**config.mk**
```make
export PLATFORM = sky130hd
export DESIGN_NAME = lei_regs
export DESIGN_NICKNAME = d
export VERILOG_FILES = /design/src/core/lei_regs_pkg.sv /design/src/core/lei_regs.sv
export VERILOG_INCLUDE_DIRS = /design/src /design/src/core
export SDC_FILE = /design/constraint.sdc
export NUM_CORES = 1
export LEC_CHECK = 0
export CAP_MARGIN = 20
export CORE_UTILIZATION = 57
export DETAILED_ROUTE_END_ITERATION = 12
export DONT_BUFFER_PORTS = 1
export GPL_ROUTABILITY_DRIVEN = 1
export HOLD_SLACK_MARGIN = 0.02
export PLACE_DENSITY = 0.79
export RECOVER_POWER = 100
export SLEW_MARGIN = 10
export SYNTH_ARGS = -nofsm -noshare
export SYNTH_HDL_FRONTEND = slang
export SYNTH_SLANG_ARGS = --single-unit
```
**constraint.sdc**
```tcl
create_clock -name ref_clk -period 2.1 [get_ports ref_clk]
set_clock_uncertainty 0.1 [all_clocks]
set_input_delay 0.42 -clock ref_clk [delete_from_list [all_inputs] [get_ports ref_clk]]
set_output_delay 0.42 -clock ref_clk [all_outputs]
set_load 0.02 [all_outputs]
```
**src/core/lei_regs_cfg.svh**
```systemverilog
// Operation
// - eight-bit link error down-counter on errors
// - at zero reload threshold, flag threshold hit
// - threshold write also loads link error counter
// - reset clears link error counter to zero
// - count register read returns captured snapshot
// - writes to read-only registers rejected, flagged
// - sense flag sets after 160 ns high
// - sense flag sticky until bus write clears
// - enable pins follow user register bits two, three
// - upper user bits reset zero, no effect
// - read-only revision identifier register
// - injection down-counter decrements every 80 ns
// - injection counter runs only in modes 01, 10
// - injection reload at zero or threshold write
// - reset clears injection counter to zero
// - injection count read returns captured snapshot
`ifndef LEI_REGS_CFG_SVH
`define LEI_REGS_CFG_SVH
// ****************************************************************
// register addresses
// ****************************************************************
`define LEI_ADDR_THRESHOLD 5'h15
`define LEI_ADDR_LE_COUNT  5'h16
`define LEI_ADDR_USER      5'h17
`define LEI_ADDR_REV       5'h18
`define LEI_ADDR_INJ_COUNT 5'h19
// ****************************************************************
// fields and reset values
// ****************************************************************
`define LEI_BIT_SENSE0     0
`define LEI_BIT_SENSE1     1
`define LEI_BIT_ENABLE0    2
`define LEI_BIT_ENABLE1    3
`define LEI_BIT_RES_LO     4
`define LEI_BIT_RES_HI     7
`define LEI_BYTE_ZERO      8'h00
`define LEI_INJ_ONE_SHOT   2'h1
`define LEI_INJ_PERIODIC   2'h2
// ****************************************************************
// timing
// ****************************************************************
`define LEI_CLK_PERIOD_NS  50
`define LEI_BYTE_PERIOD_NS 80
`define LEI_SENSE_MIN_NS   160
`endif

```
**src/core/lei_regs_pkg.sv**
```systemverilog
package lei_regs_pkg;
  typedef struct packed {
    logic       rd;
    logic       wr;
    logic [4:0] addr;
    logic [7:0] wdata;
  } lei_bus_req_type;
endpackage : lei_regs_pkg

```
**src/core/lei_regs.sv**
```systemverilog
`timescale 1ns/1ps
`include "lei_regs_cfg.svh"
module lei_regs #(
  parameter logic [7:0] REVISION = 8'h01,  // value is arbitrary
  parameter int         SENSE_SAMPLES = 2
) (
  // clock and reset
  input  wire logic                       ref_clk,
  input  wire logic                       reset,
  // control bus
  input  wire lei_regs_pkg::lei_bus_req_type bus_req,
  output logic [7:0]                      bus_rdata,
  // receive and transmit side
  input  wire logic                       byte_tick,
  input  wire logic                       link_error,
  input  wire logic [1:0]                 injection_control,
  input  wire logic [7:0]                 injection_threshold,
  input  wire logic                       injection_threshold_wr,
  // interrupt condition events
  output logic                            link_error_threshold_hit,
  output logic                            write_reject_flag,
  // user pins
  input  wire logic                       sense_pin_0,
  input  wire logic                       sense_pin_1,
  output logic                            enable_pin_0,
  output logic                            enable_pin_1
);
  // ****************************************************************
  // bus decode
  // ****************************************************************
  function automatic logic hit(input logic [4:0] a, input logic [4:0] b);
    return a == b;
  endfunction : hit

  logic       wr_thr, wr_user, wr_ro;
  logic [7:0] thr_q, le_cnt_q, inj_cnt_q, rdata_d;
  logic [1:0] sense_q, enable_q;
  logic [1:0] sense_run_q [2];
  logic       inj_active;

  assign wr_thr  = bus_req.wr && hit(bus_req.addr, `LEI_ADDR_THRESHOLD);
  assign wr_user = bus_req.wr && hit(bus_req.addr, `LEI_ADDR_USER);
  assign wr_ro   = bus_req.wr && (hit(bus_req.addr, `LEI_ADDR_LE_COUNT) ||
                   hit(bus_req.addr, `LEI_ADDR_REV) ||
                   hit(bus_req.addr, `LEI_ADDR_INJ_COUNT));

  // ****************************************************************
  // link error counter
  // ****************************************************************
  always_ff @(posedge ref_clk) begin
    if (reset) begin
      thr_q <= `LEI_BYTE_ZERO;
    end else if (wr_thr) begin
      thr_q <= bus_req.wdata;
    end
  end

  always_ff @(posedge ref_clk) begin
    link_error_threshold_hit <= 1'b0;
    if (reset) begin
      le_cnt_q <= `LEI_BYTE_ZERO;
    end else if (wr_thr) begin
      le_cnt_q <= bus_req.wdata;
    end else if (le_cnt_q == `LEI_BYTE_ZERO) begin
      le_cnt_q                 <= thr_q;
      link_error_threshold_hit <= 1'b1;
    end else if (link_error) begin
      le_cnt_q <= le_cnt_q - 8'h01;
    end
  end

  // ****************************************************************
  // injection counter
  // ****************************************************************
  assign inj_active = (injection_control == `LEI_INJ_ONE_SHOT) ||
                      (injection_control == `LEI_INJ_PERIODIC);

  always_ff @(posedge ref_clk) begin
    if (reset) begin
      inj_cnt_q <= `LEI_BYTE_ZERO;
    end else if (injection_threshold_wr) begin
      inj_cnt_q <= injection_threshold;
    end else if (inj_active && byte_tick) begin
      if (inj_cnt_q == `LEI_BYTE_ZERO) begin
        inj_cnt_q <= injection_threshold;
      end else begin
        inj_cnt_q <= inj_cnt_q - 8'h01;
      end
    end
  end

  // ****************************************************************
  // user register and sense filter
  // ****************************************************************
  logic [1:0] pins;
  assign pins = {sense_pin_1, sense_pin_0};

  generate
    for (genvar i = 0; i < 2; i++) begin : g_sense
      always_ff @(posedge ref_clk) begin
        if (reset) begin
          sense_run_q[i] <= 2'h0;
        end else if (!pins[i]) begin
          sense_run_q[i] <= 2'h0;
        end else if (byte_tick && sense_run_q[i] < 2'(SENSE_SAMPLES)) begin
          sense_run_q[i] <= sense_run_q[i] + 2'h1;
        end
      end

      always_ff @(posedge ref_clk) begin
        if (reset) begin
          sense_q[i] <= 1'b0;
        end else if (sense_run_q[i] == 2'(SENSE_SAMPLES)) begin
          sense_q[i] <= 1'b1;  // set wins over clear
        end else if (wr_user) begin
          sense_q[i] <= bus_req.wdata[i] & sense_q[i];
        end
      end
    end
  endgenerate

  always_ff @(posedge ref_clk) begin
    if (reset) begin
      enable_q <= 2'h0;
    end else if (wr_user) begin
      enable_q <= bus_req.wdata[`LEI_BIT_ENABLE1:`LEI_BIT_ENABLE0];
    end
  end

  assign enable_pin_0 = enable_q[0];
  assign enable_pin_1 = enable_q[1];

  // ****************************************************************
  // reject flag and read data
  // ****************************************************************
  always_ff @(posedge ref_clk) begin
    if (reset) begin
      write_reject_flag <= 1'b0;
    end else begin
      write_reject_flag <= wr_ro;
    end
  end

  always_comb begin
    rdata_d = `LEI_BYTE_ZERO;
    if (hit(bus_req.addr, `LEI_ADDR_THRESHOLD)) begin
      rdata_d = thr_q;
    end else if (hit(bus_req.addr, `LEI_ADDR_LE_COUNT)) begin
      rdata_d = le_cnt_q;
    end else if (hit(bus_req.addr, `LEI_ADDR_USER)) begin
      rdata_d = {4'h0, enable_q, sense_q};
    end else if (hit(bus_req.addr, `LEI_ADDR_REV)) begin
      rdata_d = REVISION;
    end else if (hit(bus_req.addr, `LEI_ADDR_INJ_COUNT)) begin
      rdata_d = inj_cnt_q;
    end
  end

  always_ff @(posedge ref_clk) begin
    if (reset) begin
      bus_rdata <= `LEI_BYTE_ZERO;
    end else if (bus_req.rd) begin
      bus_rdata <= rdata_d;
    end
  end

  // ****************************************************************
  // user register checks
  // ****************************************************************
  generate
    for (genvar k = 0; k < 2; k++) begin : g_sense_chk

    end
  endgenerate
endmodule : lei_regs

```
==> results of run 1 <==
state kept, by name, indices dropped and copies added (netlist names):
| signal | cells |
|---|---|
| sense_run_q | 4 |
| sense_q | 2 |
| thr_q | 8 |
| inj_cnt_q | 8 |
| bus_rdata | 8 |
| le_cnt_q | 8 |
| link_error_threshold_hit | 1 |
| write_reject_flag | 1 |
| enable_q | 2 |
metal layers:
layer  vias up  track usage  wire [um]
met3        20       0.0903        532
met1       982        0.394       2540
met5         -            0          0
met4         0        0.122        186
met2        93        0.408       2440
li1       1032            -          -
worst max path at each step:
stage / from / endpoint / slack [ns]
after floorplan: le_cnt_q[2] / le_cnt_q[2] / 0.02
after global placement: le_cnt_q[2] / le_cnt_q[7] / 0.04
after detailed placement: le_cnt_q[2] / le_cnt_q[1] / -0.05
after CTS: le_cnt_q[4] / le_cnt_q[6] / 0.11
after global routing: le_cnt_q[4] / le_cnt_q[6] / 0.02
final: le_cnt_q[4] / le_cnt_q[1] / 0.09
logic make-up (layout without fill, tap and decap cells):
group                    Yosys count  after routing  synth area share
multiplexers                       6              6            0.0266
flip-flops                        42             42             0.382
AND/OR/NAND/NOR                  110            110             0.242
XOR/XNOR                           6              6            0.0228
buffers and inverters             27             33            0.0537
adder cells (fa/ha/maj)            6              6            0.0325
AO/OA/AOI/OAI                     84             84             0.241
metrics by stage:
step | utilization | worst slack (ns) | TNS (ns)
final | 0.669 | 0.0869 | 0
after floorplan | - | 0.0246 | 0
after global placement | 0.634 | 0.0374 | 0
after global routing | 0.669 | 0.0235 | 0
after detailed placement | 0.634 | -0.0459 | -0.149
after CTS | 0.670 | 0.109 | 0
power by group:
part	switching (uW)	internal (uW)	total [uW]
Combinational	547	493	1040
Clock	288	471	759
Sequential	110	915	1030
cells in the final DEF, fill, tap and decap left out, types with 2 or more instances in the layout:
cell       synthesis  layout
a311o_1            2       2
nor3_1            12      12
a21oi_1           27      27
a21o_1             2       2
clkbuf_8           0       5
inv_1             11      11
dfxtp_1           38      38
a311oi_1           3       3
nor3b_1            3       3
or4_1              2       2
nand3_1            6       6
mux2i_1            5       5
ha_1               6       6
xor2_1             2       2
nor2_1            31      31
edfxtp_1           4       4
xnor2_1            4       4
o22ai_1            2       2
nand2_1           29      29
nor4_1             4       4
a22oi_1            5       5
a31oi_1            3       3
buf_4              0      13
nand2b_1           4       4
o2bb2ai_1          4       4
o211ai_1          10      10
nor2b_1            6       6
a211oi_2           3       3
a211oi_1           7       7
bufinv_16          0       2
o21ai_0           12      12
nand3b_1           2       2
layout make-up:
type | instances | area share
Clock buffer | 5 | 0.0273
Clock inverter | 3 | 0.0253
Inverter | 11 | 0.0164
Multi-Input combinational cell | 212 | 0.518
Sequential cell | 42 | 0.349
Tap cell | 48 | 0.0238
Timing Repair Buffer | 14 | 0.0402
critical path: cells and delay by family, from the launching register on:
| family | cells | cell delay [ns] |
|---|---|---|
| simple gates | 3 | 1.10 |
| flops | 1 | 0.36 |
| compound gates | 2 | 0.36 |
==> impl_metrics.tcl, run 1 <==
set metrics [dict create \
    viasPerCell 6.35 \
    cts_buffers 5 \
    final_hold_viol_count 0 \
    grt_usage 0.287 \
    grt_setup_unrepaired "false" \
    worstSetupStartpointType "flip-flop" \
    synth_common_cells "dfxtp_1, nor2_1, nand2_1" \
    setup_viol 0 \
    async_flop_share 0 \
    tritoncts "done" \
    yosysTopAreaCell "dfxtp_1" \
    ys_seq_area_frac 0.382 \
    worstSetupEndpointType "flip-flop" \
    p_leak_uw 0.000937 \
    dieArea_um2 4310 \
    finalPower_uw 2820 \
    worst_hold_slack_ns 0.0859 \
    cts_num_sinks 42 \
    grt_pass1_wl_um 9260 \
    ctsLongestPathBuffers 2 \
    worst_pin_slew_ns 0.414 \
    min_period_over_period 0.959 \
    worstPathCellList "or4_4 > or3_4 > nand3_1 > o211ai_1 > a211oi_1" \
    rows 22 \
    cts.reportedPaths.clkPinSlew_ns 0.08 \
    place_area_um2 2390 \
    cts_resized 1 \
    remaining_drc_errors 0 \
    syn_to_final_growth_pct 9.38 \
    die_w_um 65.6 \
    seqCellArea_um2 881 \
    postSynthCellCount 281 \
    rrSetupSlack_ns 0.09 \
    drt_iter0_markers 196 \
    max_cap_violations 0 \
    cts_setup_buffers 0 \
    cts-root-buf "clkbuf_8" \
    totalWireLength_um 5710 \
    grt_max_degree 41 \
    critPathSlowestCell "or4_4" \
    synth_fp_nets 319 \
    postRouteAntennaNets 0 \
    dp_hpwl_um 4090 \
    insertion_delay_ns 0.29 \
    critPathKind "flip-flop to flip-flop" \
    io_pins 44 \
    vdd_drop_max_v 0.000671 \
    gp_congestion 0.917 \
    cp.arrival_ns 2.12 \
    dr.pass1.iters 5 \
    whs_path_depth 1 \
    vias 2127 \
    ys_warn_count 0 \
    antenna_cells 0 \
    yosys_most_used_dff "dfxtp_1" \
    fin_area_um2 2520 \
    drive_above_1_share 0.101 \
    synth_area_leaders "dfxtp_1, a21oi_1, edfxtp_1, nor2_1, nand2_1" \
    status "finished clean" \
    whs_endpoint "le_cnt_q[4]" \
    synth-edff-count 4 \
    grt_overflow_total 0 \
    finalMaxSlewViolations 0 \
    fin_nets 324 \
    multi_input_area_um2 1310 \
    initial_core_util 0.612 \
    n_fill_cell 308 \
    min_period_ns 2.01 \
    path_max_fanout 14 \
    slew_headroom 0.724 \
    cts_htree_levels 2 \
    numPortBuffers 0 \
    ctsHoldBuffers 0 \
    synth.cell_area_um2 2310 \
    antenna_found_initial 0 \
    synth-seq-cells 42 \
    netlist-cell-type-count 46 \
    die_y_um 65.6 \
    r2r_cells 5 \
    avgSynthCellArea_um2 8.21 \
    instances_no_fill 335 \
    wire_per_inst_um 17.0 \
    fmax_mhz 497 \
    synth_most_common_cell "dfxtp_1" \
    first_global_vias 1915 \
    hold_start "reset" \
    place_inst 327 \
    rr_endpoint "le_cnt_q[1]" \
    timing.critical_path.slowest_cell_delay_ns 0.52 \
    synth_top_area_frac 0.330 \
    r2r_start "le_cnt_q[4]" \
    core-area_um2 3770 \
    hp-class "primary input to flip-flop" \
    p_per_area_nw_per_um2 1120 \
    critPathRequiredTime_ns 2.21 \
]
(Power assumes the default switching activity.)
==> run 2, diff against run 1 <==
CELL_PAD_IN_SITES_DETAIL_PLACEMENT = 1   (was unset)
CELL_PAD_IN_SITES_GLOBAL_PLACEMENT = 2   (was unset)
CORE_UTILIZATION = 30   (was 57)
PLACE_DENSITY = 0.73   (was 0.79)
==> run 2 against run 1 <==
  * Total power shrank 3.1%
  * Sequential cell count stayed put
  * Critical endpoint is now le_cnt_q[7]
  * Setup slack better by 0.028 ns
==> impl_metrics.tcl, run 2 (synthesis gave the netlist of run 1 again) <==
set metrics [dict create \
    path_max_fanout 14 \
    remaining_drc_errors 0 \
    fmax_mhz 504 \
    syn_to_final_growth_pct 11.5 \
    final_hold_viol_count 0 \
    p_leak_uw 0.000928 \
    critPathSlowestCell "or4_4" \
    die_w_um 89.7 \
    dieArea_um2 8050 \
    dr.pass1.iters 4 \
    min_period_over_period 0.945 \
    vdd_drop_max_v 0.000261 \
    postRouteAntennaNets 0 \
    core-area_um2 7330 \
    totalWireLength_um 6840 \
    gp_congestion 0.832 \
    drt_iter0_markers 89 \
    worstSetupEndpointType "flip-flop" \
    max_cap_violations 0 \
    fin_setup_tns_ns 0 \
    finalMaxSlewViolations 0 \
    viasPerCell 5.40 \
    fin_nets 324 \
    final_common_cell "dfxtp_1" \
    rows 31 \
    io_pins 44 \
    seqCellArea_um2 881 \
    min_period_ns 1.98 \
    cts_num_sinks 42 \
    vias 2086 \
    antenna_found_initial 0 \
    layout_setup_ws_ns 0.115 \
    insertion_delay_ns 0.31 \
    grt_overflow_total 0 \
    worstSetupStartpointType "flip-flop" \
    worst_pin_slew_ns 0.576 \
    grt_max_degree 41 \
    die_y_um 89.7 \
    dp_hpwl_um 5080 \
    hp-class "primary input to flip-flop" \
    drive_above_1_share 0.0976 \
    place_ws_ns -0.0798 \
    status "finished clean" \
    first_global_vias 2085 \
    cts_buffers 5 \
    cp.arrival_ns 2.10 \
    numPortBuffers 0 \
    critPathKind "flip-flop to flip-flop" \
    final_cell_mix "dfxtp_1, nor2_1, nand2_1" \
    initial_core_util 0.315 \
    wire_per_inst_um 17.7 \
    tritoncts "done" \
    setup_viol 0 \
    multi_input_area_um2 1310 \
    grt_setup_unrepaired "false" \
    cts.reportedPaths.clkPinSlew_ns 0.09 \
    cts_htree_levels 2 \
    worstPathCellList "or4_4 > or3_4 > nand3b_4 > nor2_1 > a311oi_1" \
    n_fill_cell 895 \
    grt_usage 0.184 \
    grt_pass1_wl_um 11000 \
    ctsLongestPathBuffers 2 \
    timing.critical_path.slowest_cell_delay_ns 0.56 \
    cts-root-buf "clkbuf_8" \
    p_per_area_nw_per_um2 1060 \
    ctsHoldBuffers 0 \
    slew_headroom 0.616 \
    critPathRequiredTime_ns 2.22 \
    antenna_cells 0 \
]
[run 2: changes by cell type in the layout (fill, tap and decap cells not counted), moves of 2 or more]
cell	before	now
clkbuf_1	1	3
buf_4	13	10
clkbuf_16	0	2
bufinv_16	2	0
[run 2: per-stage QoR]
stage,power (uW),utilization,cell area [um2],hold slack [ns],instances
after detailed placement,2050,0.335,2450,0.379,378
after global routing,2930,0.351,2570,0.0652,386
after CTS,2790,0.353,2590,0.0619,386
final,2740,0.351,2570,0.0723,386
after floorplan,1860,-,2310,0.346,281
after global placement,2030,0.335,2450,0.370,378
[run 2: critical path, delay by kind of cell, from the launching register on]
kind	cells	cell delay (ns)
AOI/OAI and AO/OA	1	0.23
and+or+nand+nor	4	1.25
DFF	1	0.32
[run 2: timing repair]
| action | CTS | global route |
|---|---|---|
| setup buffers | 0 | 0 |
| setup endpoints to repair | 7 | 0 |
| gates resized for setup | 1 | 0 |
[run 2: layout make-up]
class                      count  share of cell area
multi-input combinational    212               0.508
timing repair buffer          14              0.0355
tap                           99              0.0482
clock buffer                   7              0.0462
sequential                    42               0.342
inverter                      11              0.0161
clock inverter                 1             0.00340
[run 2: routing by layer]
metal  track usage  share of wire  up-vias
li1              -              -     1038
met1         0.249           0.48     1005
met2         0.298           0.46       39
met3        0.0375          0.046        4
met4        0.0476         0.0059        0
met5             0              0        -
[run 2: path summary, 6_finish.rpt]
path	start	slack [ns]	to	cells past startpoint
max reg2reg	le_cnt_q[2]	0.12	le_cnt_q[7]	5
max	le_cnt_q[2]	0.12	le_cnt_q[7]	5
min	reset	0.07	inj_cnt_q[2]	1
min reg2reg	sense_q[1]	0.39	sense_q[1]	2
[run 2: power by group]
part           leakage (uW)  switching, uW  internal (uW)
Clock             0.0000647            324            381
Combinational      0.000505            527            481
Sequential         0.000357            108            915
Total              0.000928            958           1780
